<file path="src/rtl/rshc_map.svh">
`ifndef RSHC_MAP_SVH
`define RSHC_MAP_SVH

// ----------------------------------------
// register offsets (word index)
// ----------------------------------------
`define RSHC_A_CTRL  5'h00
`define RSHC_A_CMD   5'h01
`define RSHC_A_GAIN  5'h02
`define RSHC_A_RATE  5'h03
`define RSHC_A_RSET  5'h04
`define RSHC_A_SETPT 5'h05
`define RSHC_A_MAN   5'h06
`define RSHC_A_RANGE 5'h07
`define RSHC_A_STAT0 5'h08
`define RSHC_A_RDGA  5'h0E
`define RSHC_A_RDGB  5'h0F
`define RSHC_A_INFO  5'h10
// ----------------------------------------
// fields and limits
// ----------------------------------------
`define RSHC_B_STATS 0
`define RSHC_B_FILT  1
`define RSHC_B_DISP  3
`define RSHC_B_CCH   5
`define RSHC_B_CLEAR 0
`define RSHC_GAIN_MAX 10'h3E7
`define RSHC_RATE_MAX 10'h3DE
`define RSHC_ITC_MAX  10'h3DE
`define RSHC_ITC_NUM  10'h3E8
`define RSHC_FILT_N   4'hA
`define RSHC_SP_Q     17'sh00064
`define RSHC_MAN_MAX  9'sh064
`define RSHC_RST_GAIN 10'h000
`define RSHC_RST_MAN  7'h00
// ----------------------------------------
// timing
// ----------------------------------------
`define RSHC_CLK_NS   10
`define RSHC_BLINK_MS 500
`define RSHC_BLINK_CYC (`RSHC_BLINK_MS * 1000000 / `RSHC_CLK_NS)
`endif

</file>
<file path="src/rtl/rshc_pkg.sv">
package rshc_pkg;
  // filter pipeline, one-hot
  typedef enum logic [2:0] {
    RSHC_IDLE = 3'h1,
    RSHC_RD   = 3'h2,
    RSHC_UPD  = 3'h4
  } rshc_state_t;
  // unit codes of a reading; below volts is a temperature scale
  typedef enum logic [2:0] {
    RSHC_U_K   = 3'h0,
    RSHC_U_C   = 3'h1,
    RSHC_U_F   = 3'h2,
    RSHC_U_V   = 3'h3,
    RSHC_U_OHM = 3'h4,
    RSHC_U_NF  = 3'h5
  } rshc_unit_t;
  // heater range keys
  typedef enum logic [2:0] {
    RSHC_R_OFF = 3'h0,
    RSHC_R_MAX = 3'h1,
    RSHC_R_M1  = 3'h2,
    RSHC_R_M2  = 3'h3,
    RSHC_R_M3  = 3'h4,
    RSHC_R_M4  = 3'h5
  } rshc_range_t;
endpackage : rshc_pkg

</file>
<file path="src/rtl/rshc_core.sv">
`timescale 1ns/1ps
`include "rshc_map.svh"
module rshc_core #(
  parameter int SEGS      = 10,
  parameter int BLINK_CYC = `RSHC_BLINK_CYC
) (
  input  wire logic              clk,
  input  wire logic              reset,
  input  wire logic [4:0]        addr,
  input  wire logic [15:0]       wdata,
  input  wire logic              wr_en,
  input  wire logic              rd_en,
  output logic      [15:0]       rdata,
  input  wire logic              smp_valid,
  output logic                   smp_ready,
  input  wire logic              smp_chan,
  input  wire logic [15:0]       smp_data,
  input  wire logic [2:0]        smp_unit,
  input  wire logic signed [7:0] pid_out,
  input  wire logic              power_fail,
  output logic      [1:0]        filt_led,
  output logic      [9:0]        gain_out,
  output logic      [9:0]        rate_tc_s,
  output logic      [9:0]        int_tc_s,
  output logic      [15:0]       setpoint_out,
  output logic                   ctrl_chan,
  output logic      [19:0]       heater_pwr,
  output logic      [SEGS-1:0]   bar_blink
);
  typedef struct packed {
    rshc_pkg::rshc_state_t st;
    logic                  ch;
    logic [15:0]           raw;
    logic [2:0]            unit;
    logic [4:0]            base;
    logic [1:0][3:0]       ptr;
    logic [1:0][3:0]       cnt;
    logic [1:0][19:0]      sum;
    logic                  pf1;
    logic                  pf2;
    logic                  stats_en;
    logic [1:0]            filt_en;
    logic [1:0]            dchan;
    logic                  cchan;
    logic [9:0]            gain;
    logic [9:0]            rate;
    logic [9:0]            rset;
    logic [9:0]            itc;
    logic [15:0]           sp;
    logic [6:0]            manual;
    logic [2:0]            range;
    logic [1:0][15:0]      rdg;
    logic [1:0][2:0]       runit;
    logic [1:0][15:0]      mx;
    logic [1:0][15:0]      mn;
    logic [1:0][15:0]      dv;
    logic [1:0]            seen;
    logic [15:0]           rd;
  } rshc_core_t;
  rshc_core_t s_reg, s_next;

  logic [4:0]         mem_raddr;
  logic [15:0]        mem_rdata;
  logic [15:0]        old;
  logic [19:0]        sum_new;
  logic [15:0]        avg;
  logic [15:0]        rv;
  logic [2:0]         cunit;
  logic signed [16:0] err;
  logic [15:0]        aerr;
  logic signed [16:0] spq;
  logic               do_clear;

  // ----------------------------------------
  // history of readings, ten per channel
  // ----------------------------------------
  rshc_hist #(
    .DEPTH (20),
    .AW    (5),
    .W     (16)
  ) u_hist (
    .clk   (clk),
    .reset (reset),
    .we    (s_reg.st == rshc_pkg::RSHC_RD),
    .waddr (s_reg.base),
    .wdata (s_reg.raw),
    .raddr (mem_raddr),
    .rdata (mem_rdata)
  );

  // read of the oldest entry is issued as the sample is taken
  assign mem_raddr = (smp_chan ? 5'h0A : 5'h00)
                   + {1'b0, s_reg.ptr[smp_chan]};
  assign smp_ready = (s_reg.st == rshc_pkg::RSHC_IDLE);

  // ----------------------------------------
  // datapath helpers
  // ----------------------------------------
  always_comb begin
    // an unfilled window contributes nothing from empty slots
    old = (s_reg.cnt[s_reg.ch] == `RSHC_FILT_N) ? mem_rdata : 16'h0000;
    sum_new = s_reg.sum[s_reg.ch] - {{4{old[15]}}, old}
            + {{4{s_reg.raw[15]}}, s_reg.raw};
    // mean over the readings held so far, at most ten
    avg = 16'($signed(s_reg.sum[s_reg.ch])
        / $signed({16'h0000, s_reg.cnt[s_reg.ch]}));
    rv = s_reg.filt_en[s_reg.ch] ? avg : s_reg.raw;
    cunit = (s_reg.ch == s_reg.cchan) ? s_reg.unit
          : s_reg.runit[s_reg.cchan];
    err = $signed({rv[15], rv}) - $signed({s_reg.sp[15], s_reg.sp});
    aerr = err[16] ? 16'(-err) : err[15:0];
    spq = $signed({wdata[15], wdata});
    if (cunit < rshc_pkg::RSHC_U_V) begin
      spq = spq - (spq % `RSHC_SP_Q);
    end
    do_clear = wr_en && addr == `RSHC_A_CMD && wdata[`RSHC_B_CLEAR];
  end

  // ----------------------------------------
  // next state
  // ----------------------------------------
  always_comb begin
    s_next = s_reg;
    s_next.pf1 = power_fail;
    s_next.pf2 = s_reg.pf1;
    s_next.rd = 16'h0000;
    // filter pipeline: take, read oldest, then publish
    unique case (s_reg.st)
      rshc_pkg::RSHC_IDLE: begin
        if (smp_valid) begin
          s_next.st   = rshc_pkg::RSHC_RD;
          s_next.ch   = smp_chan;
          s_next.raw  = smp_data;
          s_next.unit = smp_unit;
          s_next.base = mem_raddr;
        end
      end
      rshc_pkg::RSHC_RD: begin
        s_next.sum[s_reg.ch] = sum_new;
        s_next.ptr[s_reg.ch] = (s_reg.ptr[s_reg.ch] == `RSHC_FILT_N - 1)
                             ? 4'h0 : s_reg.ptr[s_reg.ch] + 4'h1;
        if (s_reg.cnt[s_reg.ch] != `RSHC_FILT_N) begin
          s_next.cnt[s_reg.ch] = s_reg.cnt[s_reg.ch] + 4'h1;
        end
        s_next.st = rshc_pkg::RSHC_UPD;
      end
      rshc_pkg::RSHC_UPD: begin
        s_next.rdg[s_reg.ch]   = rv;
        s_next.runit[s_reg.ch] = s_reg.unit;
        s_next.st = rshc_pkg::RSHC_IDLE;
        // a reading feeds each display that shows its channel
        for (int d = 0; d < 2; d++) begin
          if (s_reg.stats_en && s_reg.dchan[d] == s_reg.ch) begin
            if (!s_reg.seen[d] || $signed(rv) > $signed(s_reg.mx[d])) begin
              s_next.mx[d] = rv;
            end
            if (!s_reg.seen[d] || $signed(rv) < $signed(s_reg.mn[d])) begin
              s_next.mn[d] = rv;
            end
            if (s_reg.unit == cunit && aerr > s_reg.dv[d]) begin
              s_next.dv[d] = aerr;
            end
            s_next.seen[d] = 1'b1;
          end
        end
      end
    endcase
    // register writes
    if (wr_en) begin
      unique case (addr)
        `RSHC_A_CTRL: begin
          s_next.stats_en = wdata[`RSHC_B_STATS];
          s_next.filt_en  = wdata[`RSHC_B_FILT +: 2];
          s_next.dchan    = wdata[`RSHC_B_DISP +: 2];
          s_next.cchan    = wdata[`RSHC_B_CCH];
        end
        `RSHC_A_GAIN: s_next.gain = (wdata > 16'(`RSHC_GAIN_MAX))
                      ? `RSHC_GAIN_MAX : wdata[9:0];
        `RSHC_A_RATE: s_next.rate = (wdata > 16'(`RSHC_RATE_MAX))
                      ? `RSHC_RATE_MAX : wdata[9:0];
        `RSHC_A_RSET: s_next.rset = (wdata > 16'(`RSHC_GAIN_MAX))
                      ? `RSHC_GAIN_MAX : wdata[9:0];
        `RSHC_A_SETPT: s_next.sp = spq[15:0];
        `RSHC_A_MAN: s_next.manual = (wdata > 16'h0064)
                     ? 7'h64 : wdata[6:0];
        `RSHC_A_RANGE: s_next.range = (wdata > 16'h0005)
                       ? 3'h0 : wdata[2:0];
        default: ;
      endcase
    end
    // integrator time from repeats per thousand seconds
    if (s_reg.rset == 10'h000) begin
      s_next.itc = 10'h000;
    end else if (`RSHC_ITC_NUM / s_reg.rset > `RSHC_ITC_MAX) begin
      s_next.itc = `RSHC_ITC_MAX;
    end else begin
      s_next.itc = 10'(`RSHC_ITC_NUM / s_reg.rset);
    end
    // clear keeps the enable; it wins over a same-cycle update
    if (do_clear) begin
      s_next.mx = '0;
      s_next.mn = '0;
      s_next.dv = '0;
      s_next.seen = 2'b00;
    end
    // power loss drops the statistics gathered so far and their enable
    if (s_reg.pf2) begin
      s_next.stats_en = 1'b0;
      s_next.mx = '0;
      s_next.mn = '0;
      s_next.dv = '0;
      s_next.seen = 2'b00;
    end
    // read data, one cycle after the strobe
    if (rd_en) begin
      if (addr >= `RSHC_A_STAT0 && addr < `RSHC_A_RDGA) begin
        unique case (3'(addr - `RSHC_A_STAT0))
          3'h0: s_next.rd = s_reg.mx[0];
          3'h1: s_next.rd = s_reg.mn[0];
          3'h2: s_next.rd = s_reg.dv[0];
          3'h3: s_next.rd = s_reg.mx[1];
          3'h4: s_next.rd = s_reg.mn[1];
          default: s_next.rd = s_reg.dv[1];
        endcase
      end else begin
        unique case (addr)
          `RSHC_A_CTRL:  s_next.rd = {10'h000, s_reg.cchan, s_reg.dchan,
                                      s_reg.filt_en, s_reg.stats_en};
          `RSHC_A_GAIN:  s_next.rd = {6'h00, s_reg.gain};
          `RSHC_A_RATE:  s_next.rd = {6'h00, s_reg.rate};
          `RSHC_A_RSET:  s_next.rd = {6'h00, s_reg.rset};
          `RSHC_A_SETPT: s_next.rd = s_reg.sp;
          `RSHC_A_MAN:   s_next.rd = {9'h000, s_reg.manual};
          `RSHC_A_RANGE: s_next.rd = {13'h0000, s_reg.range};
          `RSHC_A_RDGA:  s_next.rd = s_reg.rdg[0];
          `RSHC_A_RDGB:  s_next.rd = s_reg.rdg[1];
          `RSHC_A_INFO:  s_next.rd = {s_reg.runit[1], s_reg.runit[0],
                                      s_reg.itc};
          default:       s_next.rd = 16'h0000;
        endcase
      end
    end
  end

  // ----------------------------------------
  // state register
  // ----------------------------------------
  always_ff @(posedge clk or posedge reset) begin
    if (reset) begin
      s_reg <= '0;
      s_reg.st <= rshc_pkg::RSHC_IDLE;
      s_reg.gain <= `RSHC_RST_GAIN;
      s_reg.manual <= `RSHC_RST_MAN;
    end else begin
      s_reg <= s_next;
    end
  end

  // ----------------------------------------
  // heater stage
  // ----------------------------------------
  rshc_heater #(
    .SEGS      (SEGS),
    .BLINK_CYC (BLINK_CYC)
  ) u_heater (
    .clk        (clk),
    .reset      (reset),
    .gain_zero  (s_reg.gain == 10'h000),
    .manual     (s_reg.manual),
    .pid_out    (pid_out),
    .range      (s_reg.range),
    .heater_pwr (heater_pwr),
    .bar_blink  (bar_blink)
  );

  // lamp follows the channel, not the display position
  assign filt_led[0] = s_reg.filt_en[s_reg.dchan[0]];
  assign filt_led[1] = s_reg.filt_en[s_reg.dchan[1]];
  assign rdata        = s_reg.rd;
  assign gain_out     = s_reg.gain;
  assign rate_tc_s    = s_reg.rate;
  assign int_tc_s     = s_reg.itc;
  assign setpoint_out = s_reg.sp;
  assign ctrl_chan    = s_reg.cchan;

  // ----------------------------------------
  // checks
  // ----------------------------------------
  property p_led;
    @(posedge clk) disable iff (reset)
      filt_led[0] == (s_reg.dchan[0] ? s_reg.filt_en[1] : s_reg.filt_en[0])
      && filt_led[1] == (s_reg.dchan[1] ? s_reg.filt_en[1] : s_reg.filt_en[0]);
  endproperty
  a_led: assert property (p_led) else $error("filter lamp wrong");

  property p_freeze;
    @(posedge clk) disable iff (reset)
      !s_reg.stats_en && !do_clear && !s_reg.pf2
      |=> $stable(s_reg.mx) && $stable(s_reg.mn) && $stable(s_reg.dv);
  endproperty
  a_freeze: assert property (p_freeze) else $error("stats moved");

  property p_clear;
    @(posedge clk) disable iff (reset)
      do_clear && !s_reg.pf2
      |=> s_reg.mx == '0 && s_reg.mn == '0 && s_reg.dv == '0
          && s_reg.stats_en == $past(s_reg.stats_en);
  endproperty
  a_clear: assert property (p_clear) else $error("clear failed");

  property p_pf;
    @(posedge clk) disable iff (reset)
      power_fail ##1 power_fail |=> ##1 !s_reg.stats_en && s_reg.mn == '0;
  endproperty
  a_pf: assert property (p_pf) else $error("stats survive power loss");

  property p_gain;
    @(posedge clk) disable iff (reset)
      wr_en && addr == `RSHC_A_GAIN && wdata > 16'h03E7
      |=> gain_out == 10'h3E7;
  endproperty
  a_gain: assert property (p_gain) else $error("gain over range");

  property p_itc;
    @(posedge clk) disable iff (reset)
      s_reg.rset == 10'h014 ##1 s_reg.rset == 10'h014 |-> int_tc_s == 10'h032;
  endproperty
  a_itc: assert property (p_itc) else $error("integrator time");

  property p_sp;
    @(posedge clk) disable iff (reset)
      wr_en && addr == `RSHC_A_SETPT && cunit < 3'h3
      |=> $signed(setpoint_out) % 100 == 0;
  endproperty
  a_sp: assert property (p_sp) else $error("setpoint not quantised");

  property p_max;
    @(posedge clk) disable iff (reset)
      s_reg.st == rshc_pkg::RSHC_UPD && s_reg.stats_en && !do_clear
      && !s_reg.pf2 && s_reg.dchan[0] == s_reg.ch && s_reg.seen[0]
      && $signed(rv) > $signed(s_reg.mx[0])
      |=> s_reg.mx[0] == $past(rv);
  endproperty
  a_max: assert property (p_max) else $error("max not replaced");

  property p_dev;
    @(posedge clk) disable iff (reset)
      s_reg.st == rshc_pkg::RSHC_UPD && s_reg.unit != cunit && !do_clear
      && !s_reg.pf2 |=> $stable(s_reg.dv);
  endproperty
  a_dev: assert property (p_dev) else $error("deviation updated");

  property p_filt;
    @(posedge clk) disable iff (reset)
      smp_valid && smp_ready && s_reg.filt_en[smp_chan]
      && !(wr_en && addr == `RSHC_A_CTRL)
      ##1 !(wr_en && addr == `RSHC_A_CTRL)
      |=> ##1 s_reg.rdg[s_reg.ch] == avg;
  endproperty
  a_filt: assert property (p_filt) else $error("average not used");
endmodule : rshc_core

</file>
<file path="src/rtl/rshc_heater.sv">
`timescale 1ns/1ps
`include "rshc_map.svh"
// heater mix, range scale and bar graph marker
module rshc_heater #(
  parameter int SEGS      = 10,
  parameter int BLINK_CYC = `RSHC_BLINK_CYC
) (
  input  wire logic              clk,
  input  wire logic              reset,
  input  wire logic              gain_zero,
  input  wire logic [6:0]        manual,
  input  wire logic signed [7:0] pid_out,
  input  wire logic [2:0]        range,
  output logic      [19:0]       heater_pwr,
  output logic      [SEGS-1:0]   bar_blink
);
  localparam int CW = $clog2(BLINK_CYC + 1);
  typedef struct packed {
    logic [19:0]   pwr;
    logic [CW-1:0] cnt;
    logic          on;
  } rshc_heat_t;
  rshc_heat_t s_reg, s_next;
  logic signed [8:0] mix;
  logic [6:0]        pct;
  logic [13:0]       scale;
  logic [31:0]       seg;

  // ----------------------------------------
  // output power
  // ----------------------------------------
  always_comb begin
    mix = gain_zero ? $signed({2'b00, manual})
        : $signed({2'b00, manual}) + 9'(pid_out);
    if (mix < 0) begin
      pct = 7'h00;
    end else if (mix > `RSHC_MAN_MAX) begin
      pct = 7'h64;
    end else begin
      pct = mix[6:0];
    end
    // output counted in millionths of full power
    unique case (rshc_pkg::rshc_range_t'(range))
      rshc_pkg::RSHC_R_MAX: scale = 14'h2710;
      rshc_pkg::RSHC_R_M1:  scale = 14'h03E8;
      rshc_pkg::RSHC_R_M2:  scale = 14'h0064;
      rshc_pkg::RSHC_R_M3:  scale = 14'h000A;
      rshc_pkg::RSHC_R_M4:  scale = 14'h0001;
      default:              scale = 14'h0000;
    endcase
    s_next = s_reg;
    s_next.pwr = 20'(pct * scale);
    // half period of the marker blink
    if (s_reg.cnt >= CW'(BLINK_CYC - 1)) begin
      s_next.cnt = '0;
      s_next.on  = ~s_reg.on;
    end else begin
      s_next.cnt = s_reg.cnt + 1'b1;
    end
  end

  always_ff @(posedge clk or posedge reset) begin
    if (reset) begin
      s_reg <= '0;
    end else begin
      s_reg <= s_next;
    end
  end

  // marker segment from the manual setting, top segment at full scale
  always_comb begin
    seg = 32'(manual) * SEGS / 100;
    if (seg >= SEGS) begin
      seg = SEGS - 1;
    end
    bar_blink = s_reg.on ? SEGS'(1) << seg : '0;
  end

  assign heater_pwr = s_reg.pwr;

  property p_off;
    @(posedge clk) disable iff (reset)
      range == 3'h0 |=> heater_pwr == 20'h0;
  endproperty
  a_off: assert property (p_off) else $error("off range gives power");

  property p_gz;
    @(posedge clk) disable iff (reset)
      gain_zero && range == 3'h1 && manual <= 7'h64
      |=> heater_pwr == 20'($past(manual) * 14'h2710);
  endproperty
  a_gz: assert property (p_gz) else $error("zero gain not manual");
endmodule : rshc_heater

</file>
<file path="src/rtl/rshc_hist.sv">
`timescale 1ns/1ps
// reading history store, registered read
module rshc_hist #(
  parameter int DEPTH = 20,
  parameter int AW    = 5,
  parameter int W     = 16
) (
  input  wire logic          clk,
  input  wire logic          reset,
  input  wire logic          we,
  input  wire logic [AW-1:0] waddr,
  input  wire logic [W-1:0]  wdata,
  input  wire logic [AW-1:0] raddr,
  output logic      [W-1:0]  rdata
);
  typedef struct packed {
    logic [DEPTH-1:0][W-1:0] mem;
    logic [W-1:0]            rd;
  } rshc_hist_t;
  rshc_hist_t s_reg, s_next;

  // ----------------------------------------
  // storage
  // ----------------------------------------
  always_comb begin
    s_next = s_reg;
    s_next.rd = s_reg.mem[raddr];
    if (we) begin
      s_next.mem[waddr] = wdata;
    end
  end

  always_ff @(posedge clk or posedge reset) begin
    if (reset) begin
      s_reg <= '0;
    end else begin
      s_reg <= s_next;
    end
  end

  assign rdata = s_reg.rd;
endmodule : rshc_hist

</file>
<file path="config.mk">
export PLATFORM = sky130hd
export DESIGN_NAME = rshc_core
export DESIGN_NICKNAME = d
export VERILOG_FILES = /design/src/rtl/rshc_pkg.sv /design/src/rtl/rshc_core.sv /design/src/rtl/rshc_heater.sv /design/src/rtl/rshc_hist.sv
export VERILOG_INCLUDE_DIRS = /design/src /design/src/rtl
export SDC_FILE = /design/constraint.sdc
export NUM_CORES = 2
export LEC_CHECK = 0
export BUFFER_PORTS_ARGS = -buffer_cell sky130_fd_sc_hd__buf_4
export CELL_PAD_IN_SITES_DETAIL_PLACEMENT = 1
export CELL_PAD_IN_SITES_GLOBAL_PLACEMENT = 2
export CORE_ASPECT_RATIO = 1.25
export CORE_MARGIN = 4
export CORE_UTILIZATION = 33
export DETAILED_ROUTE_END_ITERATION = 16
export MAX_ROUTING_LAYER = met4
export PLACE_DENSITY_LB_ADDON = 0.1
export SKIP_LAST_GASP = 1
export SYNTH_ARGS = -nofsm -noshare
export SYNTH_HDL_FRONTEND = slang
export SYNTH_HIERARCHICAL = 1
export SYNTH_SLANG_ARGS = --single-unit
</file>
<file path="constraint.sdc">
create_clock -name clk -period 54.8 [get_ports clk]
set_input_delay 8.22 -clock clk [delete_from_list [all_inputs] [get_ports clk]]
set_output_delay 8.22 -clock clk [all_outputs]
set_load 0.01 [all_outputs]
</file>
==> metrics.csv <==
metric,value,unit
status,finished clean,
critPathLaunchType,register,
synth-edff-count,0,
drc,0,
grt_use_total,23.5,%
viasPerCell,5.52,
tritoncts,done,
ctsHoldBuffers,0,
setup_violations,0,
synth_ff_type,dfrtp_1,
crit_fanout,73,
largest_reg_flops,320,
vias,42600,
cap_violations,0,
timing.fmax,0.0198,GHz
crit_arrival,51.13,ns
whs,0.447,ns
crit_path_max_incr_delay,0.58,ns
slowest_stage,or3_1,
grt_max_degree,133,
yosys.area_share.simple,15.0,%
cp_common_cell,o21a_1,
clk_pin_slew,0.06,ns
syn_avg_cell_area,9.46,um^2
post_synth_xor_area_fraction,4.39,%
synthAdderAreaFrac,10.6,%
clock_path_buffers,3,
grt-ovfl-total,0,
finClkSkew,0.0789,ns
worst_pin_slew,1.16,ns
max_slew_margin,21.3,%
cts_buffers,82,
ant_nets,0,
critPathBufInv,13,
drtPass1Iterations,6,
grt_pass1_wl,294000,um
finalHoldViolCount,0,
fin_nets,6039,
muxShareOfSynthArea,14.8,%
netlist_area,52900,um^2
core-area,160000,um^2
crit_type,register to register,
place.gp.congestion,0.905,
routed_wl,194000,um
areaGrowthSynthToFinish,11.0,%
worst_ep_required_time,55.33,ns
num_rows,164,
die_h,456,um
synthCells,5590,
ys_warn_count,6,
yosys.cell_types.count,136,
drt-initial-drc-count,2000,
ys_ff_latch,693,
finalCriticalPeriod,50.60,ns
cts_max_level,3,
cp_top_family,compound AO/OA/AOI/OAI gates,
antenna_found_initial,5,
port_buffers,150,
synthesis.nets,6052,
grt_pass1_vias,45200,
ios,151,
period_share,92.3,%
synth_top_family_by_area,compound AO/OA/AOI/OAI gates,
synthArstFlopShare,100,%
hp-class,register to register,
clock_sinks,693,
dp_hpwl,150000,um
wl_per_cell,25.1,um
final_common_cell,dfrtp_1,
die_x,366,um
yosysSeqAreaShare,32.8,%
slew_violations,0,
final_cell_mix,"dfrtp_1 (691), nand2_1 (437), nor2_1 (400)",
die_area,167000,um^2
cts_root_buffer,clkbuf_16,
worstSkewPairLatency,0.72,ns
synth_compound_area_share,16.5,%
drive_gt1_share,18.1,%
initial_core_util,33.1,%
crit_path_end_kind,register,
cell families after synthesis:
kind of cell	Yosys count
AO/OA/AOI/OAI	1304
XOR/XNOR	265
adder cells (fa/ha/maj)	409
buffers and inverters	691
flip-flops	693
multiplexers	653
AND/OR/NAND/NOR	1575
metal layers:
layer  routed length [um]  track usage (%)
met1                78800             26.5
met2               105000             43.9
met3                 4220             1.91
met4                 6390             7.43
met5                    0                -
path summary, 6_finish.rpt:
kind | slack (ns) | startpoint | endpoint | cells after the start
max | 4.20 | s_reg[306] | s_reg[30] | 217
min | 0.45 | s_next[224] | s_reg[224] | 0
min reg2reg | 0.45 | s_next[224] | s_reg[224] | 0
max in group asynchronous | 44.62 | reset | u_hist/s_reg[222] | 4
min in group asynchronous | 7.70 | reset | u_hist/rdata[0] | 2
max reg2reg | 4.20 | s_reg[306] | s_reg[30] | 217
Yosys cell counts (18+ instances only):
cell type	n	area (um^2)
dfrtp_1	692	17300
nand2_1	437	1640
nor2_1	405	1520
mux2_2	393	4430
inv_1	345	1290
ha_1	338	4230
o21ai_0	322	1610
a21oi_1	275	1380
mux2i_1	188	1880
clkbuf_1	161	604
xnor2_1	155	1360
nor3_1	128	641
nand3_1	116	581
buf_4	111	833
xor2_1	110	963
a21o_1	86	646
o21a_1	78	586
fa_1	69	1380
nand2b_1	68	425
mux4_2	61	1370
a22oi_1	60	450
nor2b_1	54	338
o211ai_1	51	383
nand4_1	50	313
buf_2	48	240
and2_1	46	288
o31ai_1	44	330
a211oi_1	41	308
o21ai_1	40	200
a31oi_1	39	244
or2_2	33	206
or3_1	32	200
and3_1	28	175
nor3b_1	27	203
nor4_1	25	156
o221ai_1	22	193
a221oi_1	18	158
through the flow:
step / TNS [ns] / cells / setup slack, ns / util (%) / instance area (um^2)
3_3_place_gp: 0 / 7561 / 3.77 / 34.9 / 55700
3_5_place_dp: 0 / 7561 / 2.44 / 34.9 / 55700
4_1_cts: 0 / 7710 / 2.26 / 36.7 / 58600
6_report: 0 / 7720 / 4.20 / 36.8 / 58700
2_1_floorplan: 0 / 5590 / 7.00 / - / 52900
5_1_grt: -0.299 / 7720 / -0.0580 / 36.8 / 58700
cell type report:
| type | count | area, um^2 |
|---|---|---|
| Multi-Input combinational cell | 4206 | 32600 |
| Tap cell | 2075 | 2600 |
| Antenna cell | 3 | 7.51 |
| Clock inverter | 30 | 505 |
| Clock buffer | 119 | 2410 |
| Sequential cell | 693 | 17300 |
| Inverter | 353 | 1340 |
| Timing Repair Buffer | 241 | 1850 |
| Fill cell | 18100 | 101000 |
timing repair:
item                                    CTS  global route
resized for setup                         0            14
endpoints found under the setup margin    0            88
buffers inserted                          0             7
endpoints found under the hold margin     0             0
Power is not shown: default switching activity piles up to over one toggle a cycle in this logic, so the estimate is an artifact.
